**config.mk**
```make
export PLATFORM = sky130hd
export DESIGN_NAME = ucn_top
export DESIGN_NICKNAME = d
export VERILOG_FILES = /design/src/core/ucn_pkg.sv /design/src/core/ucn_tx_if.sv /design/src/core/ucn_top.sv /design/src/core/ucn_tx_serializer.sv
export SDC_FILE = /design/constraint.sdc
export NUM_CORES = 1
export LEC_CHECK = 0
export ABC_AREA = 1
export BUFFER_PORTS_ARGS = -buffer_cell sky130_fd_sc_hd__buf_2
export CAP_MARGIN = 20
export CORE_MARGIN = 2
export CORE_UTILIZATION = 54
export DETAILED_ROUTE_END_ITERATION = 12
export PLACE_DENSITY = 0.75
export SLEW_MARGIN = 20
export SYNTH_ARGS = -nofsm -noshare
export SYNTH_HDL_FRONTEND = slang
export SYNTH_SLANG_ARGS = --single-unit
```
**constraint.sdc**
```tcl
create_clock -name sys_clk -period 1.45 [get_ports sys_clk]
set_input_delay 0.3625 -clock sys_clk [delete_from_list [all_inputs] [get_ports sys_clk]]
set_output_delay 0.3625 -clock sys_clk [all_outputs]
set_load 0.005 [all_outputs]
```
**src/core/ucn_pkg.sv**
```systemverilog
package ucn_pkg;

  // register offsets on the plain register port
  localparam logic [7:0] OFF_CONTROL3 = 8'h06;
  localparam logic [7:0] OFF_DATA     = 8'h07;
  localparam logic [7:0] OFF_STATUS   = 8'h08;
  localparam logic [7:0] OFF_MASK     = 8'h09;
  localparam logic [7:0] OFF_CONFIG   = 8'h0a;

  // serial_control_three fields
  localparam int unsigned C3_NINTH_RX = 7;
  localparam int unsigned C3_NINTH_TX = 6;
  localparam int unsigned C3_PIN_DIR  = 5;
  localparam int unsigned C3_TX_INV   = 4;

  // error bits, shared by status, mask and the enables of control three
  localparam int unsigned ERR_OVERRUN = 3;
  localparam int unsigned ERR_NOISE   = 2;
  localparam int unsigned ERR_FRAMING = 1;
  localparam int unsigned ERR_PARITY  = 0;

  // status fields
  localparam int unsigned ST_RX_FULL  = 7;
  localparam int unsigned ST_TX_EMPTY = 6;

  // config fields
  localparam int unsigned CFG_NINE   = 0;
  localparam int unsigned CFG_LOOP   = 1;
  localparam int unsigned CFG_RECEIVE_SOURCE_SELECT   = 2;
  localparam int unsigned CFG_PARITY = 3;

  // reset values
  localparam logic [6:0] RST_CONTROL3 = 7'h00;
  localparam logic [3:0] RST_CONFIG   = 4'h0;
  localparam logic [3:0] RST_MASK     = 4'h0;
  localparam logic [3:0] RST_FLAGS    = 4'h0;

  // bit timing
  localparam int unsigned CLK_NS   = 10;
  localparam int unsigned BIT_NS   = 8680;
  localparam logic [9:0]  BIT_CYC  = 10'(BIT_NS / CLK_NS);
  localparam logic [9:0]  BIT_LAST = BIT_CYC - 10'h001;
  localparam logic [9:0]  BIT_HALF = BIT_CYC >> 1;

  // frame lengths including start and stop
  localparam logic [3:0] FRAME8 = 4'ha;
  localparam logic [3:0] FRAME9 = 4'hb;

  typedef enum logic {RX_IDLE, RX_BUSY} ucn_rx_state_type;

endpackage : ucn_pkg

```
**src/core/ucn_tx_if.sv**
```systemverilog
interface ucn_tx_if;
  logic       load;
  logic [8:0] word;
  logic       nine;
  logic       busy;
  logic       line;

  modport ctrl (output load, output word, output nine,
                input busy, input line);
  modport ser  (input load, input word, input nine,
                output busy, output line);
endinterface : ucn_tx_if

```
**src/core/ucn_top.sv**
```systemverilog
module ucn_top (
  input  wire logic       sys_clk,
  input  wire logic       reset,
  input  wire logic [7:0] reg_addr,
  input  wire logic [7:0] reg_wdata,
  input  wire logic       reg_write,
  input  wire logic       reg_read,
  output logic      [7:0] reg_rdata,
  output logic            irq,
  input  wire logic       rx_pin,
  input  wire logic       tx_pin_in,
  output logic            tx_pin_out,
  output logic            tx_pin_oe
);

  function automatic logic hit(input logic [7:0] a, input logic [7:0] off);
    return a == off;
  endfunction : hit

  ucn_tx_if tx ();

  logic [6:0] c3_q;
  logic       ninth_rx_q;
  logic [3:0] cfg_q;
  logic [3:0] mask_q;
  logic [3:0] flags_q;
  logic       rx_full_q;
  logic [7:0] rx_data_q;
  logic [7:0] tx_buf_q;
  logic       tx_pend_q;
  logic [7:0] rdata_q;
  logic       irq_q;
  logic       tx_out_q;
  logic       tx_oe_q;
  logic [1:0] sync1_q;
  logic [1:0] sync2_q;
  ucn_pkg::ucn_rx_state_type rx_st_q;
  logic [9:0] rx_cnt_q;
  logic [3:0] rx_idx_q;
  logic [2:0] smp_q;
  logic [8:0] rx_sh_q;
  logic       nz_q;

  logic       wr_c3;
  logic       wr_data;
  logic       wr_status;
  logic       wr_mask;
  logic       wr_cfg;
  logic       rd_data;
  logic       nine;
  logic       single_wire;
  logic       rx_src;
  logic       bit_end;
  logic       smp_pt;
  logic       eval;
  logic       maj;
  logic       disagree;
  logic [3:0] stop_idx;
  logic       data_bit;
  logic       rx_done;
  logic       accept;
  logic       pe_now;
  logic [3:0] flag_set;
  logic [3:0] flag_clr;
  logic [3:0] flags_d;
  logic [7:0] rdata_d;
  logic       tx_empty;

  // register decode
  assign wr_c3     = reg_write & hit(reg_addr, ucn_pkg::OFF_CONTROL3);
  assign wr_data   = reg_write & hit(reg_addr, ucn_pkg::OFF_DATA);
  assign wr_status = reg_write & hit(reg_addr, ucn_pkg::OFF_STATUS);
  assign wr_mask   = reg_write & hit(reg_addr, ucn_pkg::OFF_MASK);
  assign wr_cfg    = reg_write & hit(reg_addr, ucn_pkg::OFF_CONFIG);
  assign rd_data   = reg_read & hit(reg_addr, ucn_pkg::OFF_DATA);

  assign nine        = cfg_q[ucn_pkg::CFG_NINE];
  assign single_wire = cfg_q[ucn_pkg::CFG_LOOP] & cfg_q[ucn_pkg::CFG_RECEIVE_SOURCE_SELECT];
  assign tx_empty    = ~tx_pend_q & ~tx.busy;

  // transmit: ninth bit is sampled at the transfer, not at the data write
  assign tx.load = tx_pend_q & ~tx.busy;
  assign tx.word = {c3_q[ucn_pkg::C3_NINTH_TX], tx_buf_q};
  assign tx.nine = nine;

  ucn_tx_serializer u_tx (
    .sys_clk (sys_clk),
    .reset   (reset),
    .tx      (tx.ser)
  );

  // receive source: pin, internal loop, or the shared single-wire pin
  assign rx_src = single_wire ? sync2_q[1]
                : cfg_q[ucn_pkg::CFG_LOOP] ? tx.line : sync2_q[0];

  assign bit_end  = rx_cnt_q == ucn_pkg::BIT_LAST;
  assign smp_pt   = (rx_cnt_q == ucn_pkg::BIT_HALF - 10'h001)
                  | (rx_cnt_q == ucn_pkg::BIT_HALF)
                  | (rx_cnt_q == ucn_pkg::BIT_HALF + 10'h001);
  assign eval     = (rx_st_q == ucn_pkg::RX_BUSY)
                  & (rx_cnt_q == ucn_pkg::BIT_HALF + 10'h002);
  assign maj      = (smp_q[0] & smp_q[1]) | (smp_q[1] & smp_q[2])
                  | (smp_q[0] & smp_q[2]);
  assign disagree = (smp_q != 3'h0) & (smp_q != 3'h7);
  assign stop_idx = nine ? 4'h9 + 4'h1 : 4'h9;
  assign data_bit = (rx_idx_q != 4'h0) & (rx_idx_q != stop_idx);
  assign rx_done  = eval & (rx_idx_q == stop_idx);
  assign accept   = rx_done & ~rx_full_q;
  // even parity over every data bit when enabled
  assign pe_now   = cfg_q[ucn_pkg::CFG_PARITY]
                  & (nine ? ^rx_sh_q : ^rx_sh_q[8:1]);

  // hardware sets win over a same-cycle write-one clear
  assign flag_set = {rx_done & rx_full_q, accept & (nz_q | disagree),
                     accept & ~maj, accept & pe_now};
  assign flag_clr = wr_status ? reg_wdata[3:0] : 4'h0;
  assign flags_d  = (flags_q & ~flag_clr) | flag_set;

  assign rdata_d =
      hit(reg_addr, ucn_pkg::OFF_CONTROL3) ? {ninth_rx_q, c3_q}
    : hit(reg_addr, ucn_pkg::OFF_DATA)     ? rx_data_q
    : hit(reg_addr, ucn_pkg::OFF_STATUS)   ? {rx_full_q, tx_empty,
                                              2'b00, flags_q}
    : hit(reg_addr, ucn_pkg::OFF_MASK)     ? {4'h0, mask_q}
    : hit(reg_addr, ucn_pkg::OFF_CONFIG)   ? {4'h0, cfg_q}
    : 8'h00;

  assign reg_rdata  = rdata_q;
  assign irq        = irq_q;
  assign tx_pin_out = tx_out_q;
  assign tx_pin_oe  = tx_oe_q;

  always_ff @(posedge sys_clk) begin
    if (reset) begin
      c3_q   <= ucn_pkg::RST_CONTROL3;
      cfg_q  <= ucn_pkg::RST_CONFIG;
      mask_q <= ucn_pkg::RST_MASK;
    end else begin
      if (wr_c3)
        c3_q <= reg_wdata[6:0];
      if (wr_cfg)
        cfg_q <= reg_wdata[3:0];
      if (wr_mask)
        mask_q <= reg_wdata[3:0];
    end
  end

  always_ff @(posedge sys_clk) begin
    if (reset) begin
      tx_pend_q <= 1'b0;
      tx_buf_q  <= 8'h00;
    end else if (wr_data) begin
      tx_pend_q <= 1'b1;
      tx_buf_q  <= reg_wdata;
    end else if (tx.load) begin
      tx_pend_q <= 1'b0;
    end
  end

  always_ff @(posedge sys_clk) begin
    if (reset) begin
      flags_q    <= ucn_pkg::RST_FLAGS;
      rx_full_q  <= 1'b0;
      rx_data_q  <= 8'h00;
      ninth_rx_q <= 1'b0;
    end else begin
      flags_q <= flags_d;
      // a data read ends the clearing sequence; new data may then land
      if (accept)
        rx_full_q <= 1'b1;
      else if (rd_data)
        rx_full_q <= 1'b0;
      if (accept)
        rx_data_q <= nine ? rx_sh_q[7:0] : rx_sh_q[8:1];
      if (accept & nine)
        ninth_rx_q <= rx_sh_q[8];
    end
  end

  always_ff @(posedge sys_clk) begin
    if (reset) begin
      rdata_q  <= 8'h00;
      irq_q    <= 1'b0;
      tx_out_q <= 1'b1;
      tx_oe_q  <= 1'b1;
      sync1_q  <= 2'b11;
      sync2_q  <= 2'b11;
    end else begin
      rdata_q  <= reg_read ? rdata_d : 8'h00;
      irq_q    <= |(flags_q & mask_q & c3_q[3:0]);
      tx_out_q <= tx.line ^ c3_q[ucn_pkg::C3_TX_INV];
      tx_oe_q  <= single_wire ? c3_q[ucn_pkg::C3_PIN_DIR] : 1'b1;
      sync1_q  <= {tx_pin_in, rx_pin};
      sync2_q  <= sync1_q;
    end
  end

  // three samples around mid-bit; disagreement marks noise
  always_ff @(posedge sys_clk) begin
    if (reset) begin
      rx_st_q  <= ucn_pkg::RX_IDLE;
      rx_cnt_q <= 10'h000;
      rx_idx_q <= 4'h0;
      smp_q    <= 3'h0;
      rx_sh_q  <= 9'h000;
      nz_q     <= 1'b0;
    end else begin
      case (rx_st_q)
        ucn_pkg::RX_IDLE: begin
          rx_cnt_q <= 10'h000;
          rx_idx_q <= 4'h0;
          nz_q     <= 1'b0;
          if (!rx_src)
            rx_st_q <= ucn_pkg::RX_BUSY;
        end
        ucn_pkg::RX_BUSY: begin
          rx_cnt_q <= bit_end ? 10'h000 : rx_cnt_q + 10'h001;
          if (bit_end)
            rx_idx_q <= rx_idx_q + 4'h1;
          if (smp_pt)
            smp_q <= {smp_q[1:0], rx_src};
          if (eval)
            nz_q <= nz_q | disagree;
          if (eval & data_bit)
            rx_sh_q <= {maj, rx_sh_q[8:1]};
          // a high start sample was a glitch; stop ends the frame early
          if (eval & ((rx_idx_q == 4'h0 & maj) | rx_done))
            rx_st_q <= ucn_pkg::RX_IDLE;
        end
        default: rx_st_q <= ucn_pkg::RX_IDLE;
      endcase
    end
  end
endmodule : ucn_top

```
**src/core/ucn_tx_serializer.sv**
```systemverilog
module ucn_tx_serializer (
  input  wire logic sys_clk,
  input  wire logic reset,
  ucn_tx_if.ser     tx
);

  logic [10:0] frame_q;
  logic [3:0]  bits_q;
  logic [9:0]  cnt_q;
  logic        busy_q;
  logic        line_q;
  logic        take;
  logic        bit_end;
  logic [10:0] frame_new;

  assign take      = tx.load & ~busy_q;
  assign bit_end   = busy_q & (cnt_q == ucn_pkg::BIT_LAST);
  // 8-bit frames drop the ninth bit entirely
  assign frame_new = tx.nine ? {1'b1, tx.word, 1'b0}
                             : {2'b11, tx.word[7:0], 1'b0};
  assign tx.busy   = busy_q;
  assign tx.line   = line_q;

  always_ff @(posedge sys_clk) begin
    if (reset) begin
      frame_q <= 11'h7ff;
      bits_q  <= 4'h0;
      cnt_q   <= 10'h000;
      busy_q  <= 1'b0;
      line_q  <= 1'b1;
    end else if (take) begin
      frame_q <= frame_new;
      bits_q  <= tx.nine ? ucn_pkg::FRAME9 : ucn_pkg::FRAME8;
      cnt_q   <= 10'h000;
      busy_q  <= 1'b1;
      line_q  <= 1'b0;
    end else if (bit_end) begin
      frame_q <= {1'b1, frame_q[10:1]};
      bits_q  <= bits_q - 4'h1;
      cnt_q   <= 10'h000;
      busy_q  <= (bits_q != 4'h1);
      line_q  <= (bits_q == 4'h1) | frame_q[1];
    end else if (busy_q) begin
      cnt_q   <= cnt_q + 10'h001;
    end
  end
endmodule : ucn_tx_serializer

```
==> flow_metrics.env <==
export IMPL_num_vias=4862
export IMPL_dr_first_iter_drc_count=195
export IMPL_synthCells=659
export IMPL_clkSlewWorstSetupHoldPaths_ns=0.10
export IMPL_p_clk_frac=0.354
export IMPL_cts_hold_buf=0
export IMPL_cts_tree="built"
export IMPL_multi_input_area_sq_mm=0.00272
export IMPL_first_pass_iters=8
export IMPL_layout_setup_ws_ns=-0.0348
export IMPL_hpwl_microns=8750
export IMPL_drive_gt1_frac=0.327
export IMPL_ys_warn_count=0
export IMPL_ys_flop_type="dfxtp_1"
export IMPL_violations="design-rule violations, negative setup slack"
export IMPL_first_global_vias=4508
export IMPL_cp_end_kind="flop"
export IMPL_internal_power_mw=3.68
export IMPL_numCtsBuffers=9
export IMPL_grtUsageTotal=0.252
export IMPL_row_count=34
export IMPL_worstHoldPathType="in2reg"
export IMPL_setup_violations_final=5
export IMPL_yosysUniqueCellTypes=47
export IMPL_routabilityCongestion=0.920
export IMPL_fin_cells=876
export IMPL_areaGrowthSynthToFinish_pct=28.9
export IMPL_final_core_util=0.722
export IMPL_clock_path_buffers=2
export IMPL_period_minus_slack_ns=1.48
export IMPL_dieWidth_microns=99.6
export IMPL_clock_skew_ns=0.0144
export IMPL_core_area_sq_mm=0.00881
export IMPL_grt_overflow_total=0
export IMPL_wl_per_cell_microns=15.0
export IMPL_ys_seq_area_frac=0.430
export IMPL_cp_arrival_ns=1.77
export IMPL_finalSetupTns_ns=-0.0427
export IMPL_die_y_microns=99.6
export IMPL_cp_required_ns=1.73
export IMPL_crit_type="reg2reg"
export IMPL_clkLatencyLatePin_ns=0.37
export IMPL_crit_path_max_fanout=5
export IMPL_status="complete, but fails checks"
export IMPL_layout_commonest_cell="nand2_1"
export IMPL_p_per_area_mw_per_mm2=764
export IMPL_port_buffers=32
export IMPL_comb_power_share=0.045
export IMPL_syn_area_sq_mm=0.00493
export IMPL_period_share=1.02
export IMPL_power_leakage_nw=2.55
export IMPL_grt_pass1_wl_microns=20400
export IMPL_htreeDepth=3
export IMPL_synth_nets=690
export IMPL_finalHoldViolCount=0
export IMPL_grt_antenna_before_repair=0
export IMPL_layout_common_cells="nand2_1 (114), dfxtp_1 (92), a21oi_1 (66), buf_4 (66), inv_1 (59)"
export IMPL_postRouteAntennaNets=0
export IMPL_initial_core_util=0.560
export IMPL_critPathLaunchType="flop"
export IMPL_io_pins=33
export IMPL_synth_seq_cells=106
export IMPL_root_buffer="clkbuf_8"
export IMPL_synth_async_sr_flop_share=0
export IMPL_dieArea_sq_mm=0.00991
export IMPL_ir_drop_mv=0.386
export IMPL_placed_cells=842
export IMPL_finalPower_mw=4.85
export IMPL_synth_avg_cell_area_sq_um=7.48
export IMPL_maxCapViolCount=0
export IMPL_power_share_sequential=0.601
export IMPL_fmax_mhz=674
export IMPL_swShare=0.242
export IMPL_final_nets=794
export IMPL_antenna_cells=0
export IMPL_power_switching_mw=1.17
export IMPL_synth_edf_count=0
export IMPL_drt_vias_per_instance=5.55
export IMPL_grt_max_degree=29
export IMPL_rsz0062_at_grt="yes"
export IMPL_fillers=644
export IMPL_drt_total_wl_microns=13100
export IMPL_final_max_slew_violation_count=0
export IMPL_seqCellArea_sq_mm=0.00215
export IMPL_drc=2
export IMPL_cts_sinks=106
export IMPL_slew_headroom=0.721
export IMPL_worst_slew_pin_transition_ns=0.419
power groups by stage:
stage	logic (mW)	clock network [mW]	registers, mW
after floorplan	0.0869	0	2.99
after detailed placement	0.190	0	2.99
after global routing	0.236	1.86	2.92
final	0.218	1.72	2.92
after global placement	0.186	0	2.99
after CTS	0.194	1.74	2.92
critical path, stage by stage, from the launching register on:
cell and delay (ns):
dfxtp_4 0.37, ha_4 0.16, nand4_1 0.07, nor2_1 0.06
nand3_2 0.10, nand2_4 0.10, inv_6 0.10, nand2_4 0.07
buf_6 0.15, nor3b_1 0.21
Yosys cell counts (2+ instances only):
cell,n,area share
a41oi_1,5,0.0089
nand3_1,34,0.034
nand2_4,2,0.0046
nor2_2,4,0.0051
nand3_2,3,0.0061
nor2_1,61,0.046
dfxtp_1,106,0.43
a31oi_1,3,0.0038
a21oi_2,10,0.018
inv_1,64,0.049
nor3_2,3,0.0061
xor2_1,5,0.0089
a21oi_1,68,0.069
nand2_1,130,0.099
nand2_2,4,0.0051
nor3_1,9,0.0091
buf_8,2,0.0061
o21ai_0,44,0.045
xnor2_1,5,0.0089
buf_4,3,0.0046
buf_2,6,0.0061
ha_1,9,0.023
o21ai_1,11,0.011
nor3b_1,6,0.0091
or2_2,6,0.0076
o211ai_1,8,0.012
inv_2,6,0.0046
clkbuf_1,10,0.0076
nand4_1,14,0.018
registers in the layout, summed over array words and instances (netlist names), 3 cells and up:
name,flops
c3_q,7
cfg_q,4
flags_q,4
mask_q,4
reg_rdata,8
rx_cnt_q,10
rx_data_q,8
rx_idx_q,4
rx_sh_q,9
smp_q,3
tx_buf_q,8
u_tx.bits_q,4
u_tx.cnt_q,10
u_tx.frame_q,9
final timing paths:
kind / depth (start not counted) / to / slack, ns / start
max: 9 / u_tx.cnt_q[2]$_SDFFE_PP0P_ / -0.03 / u_tx.cnt_q[0]$_SDFFE_PP0P_
max reg2reg: 9 / u_tx.cnt_q[2]$_SDFFE_PP0P_ / -0.03 / u_tx.cnt_q[0]$_SDFFE_PP0P_
min: 2 / sync1_q[0]$_SDFF_PP1_ / 0.17 / rx_pin
min reg2reg: 1 / sync2_q[0]$_SDFF_PP1_ / 0.42 / sync1_q[0]$_SDFF_PP1_
cells by family (layout without fill, tap and decap cells):
logic type,count (synthesis),in the layout,synth area share
simple gates,281,282,0.264
compound gates,156,156,0.181
flops,106,106,0.430
buf+inv,97,205,0.0847
fa+ha+maj,9,9,0.0228
xor+xnor,10,10,0.0178
per-stage QoR:
| stage | setup slack (ns) | hold slack (ns) | instance area, sq um |
|---|---|---|---|
| finish | -0.0348 | 0.174 | 6360 |
| global route | -0.0994 | 0.175 | 6360 |
| CTS | -0.0126 | 0.167 | 5910 |
| detailed placement | -0.121 | 0.398 | 5620 |
| global placement | -0.118 | 0.396 | 5620 |
| floorplan | 0.0178 | 0.389 | 4930 |
timing repair:
action | CTS | global route
pin swaps | 5 | 21
resized for setup | 25 | 108
endpoints found under the setup margin | 45 | 64
setup buffers | 5 | 8
gates cloned | 1 | 4
metal layers:
layer  vias to the layer above  global-route usage  part of all wire
met3                        22              0.0513             0.055
met2                       154               0.424              0.50
met1                      2290               0.328              0.43
met4                         0              0.0748             0.014
met5                         -                   0                 0
li1                       2396                   -                 -
final cells by class:
class,count,share of cell area
repair buffers,115,0.138
multi-input cells,457,0.428
flip-flops and latches,106,0.338
inverters,73,0.0453
clock buffers,11,0.0222
clock inverters,5,0.00591
well taps,108,0.0213
repair inverters,1,0.000984
No activity file was read; power rests on OpenSTA's default activity.
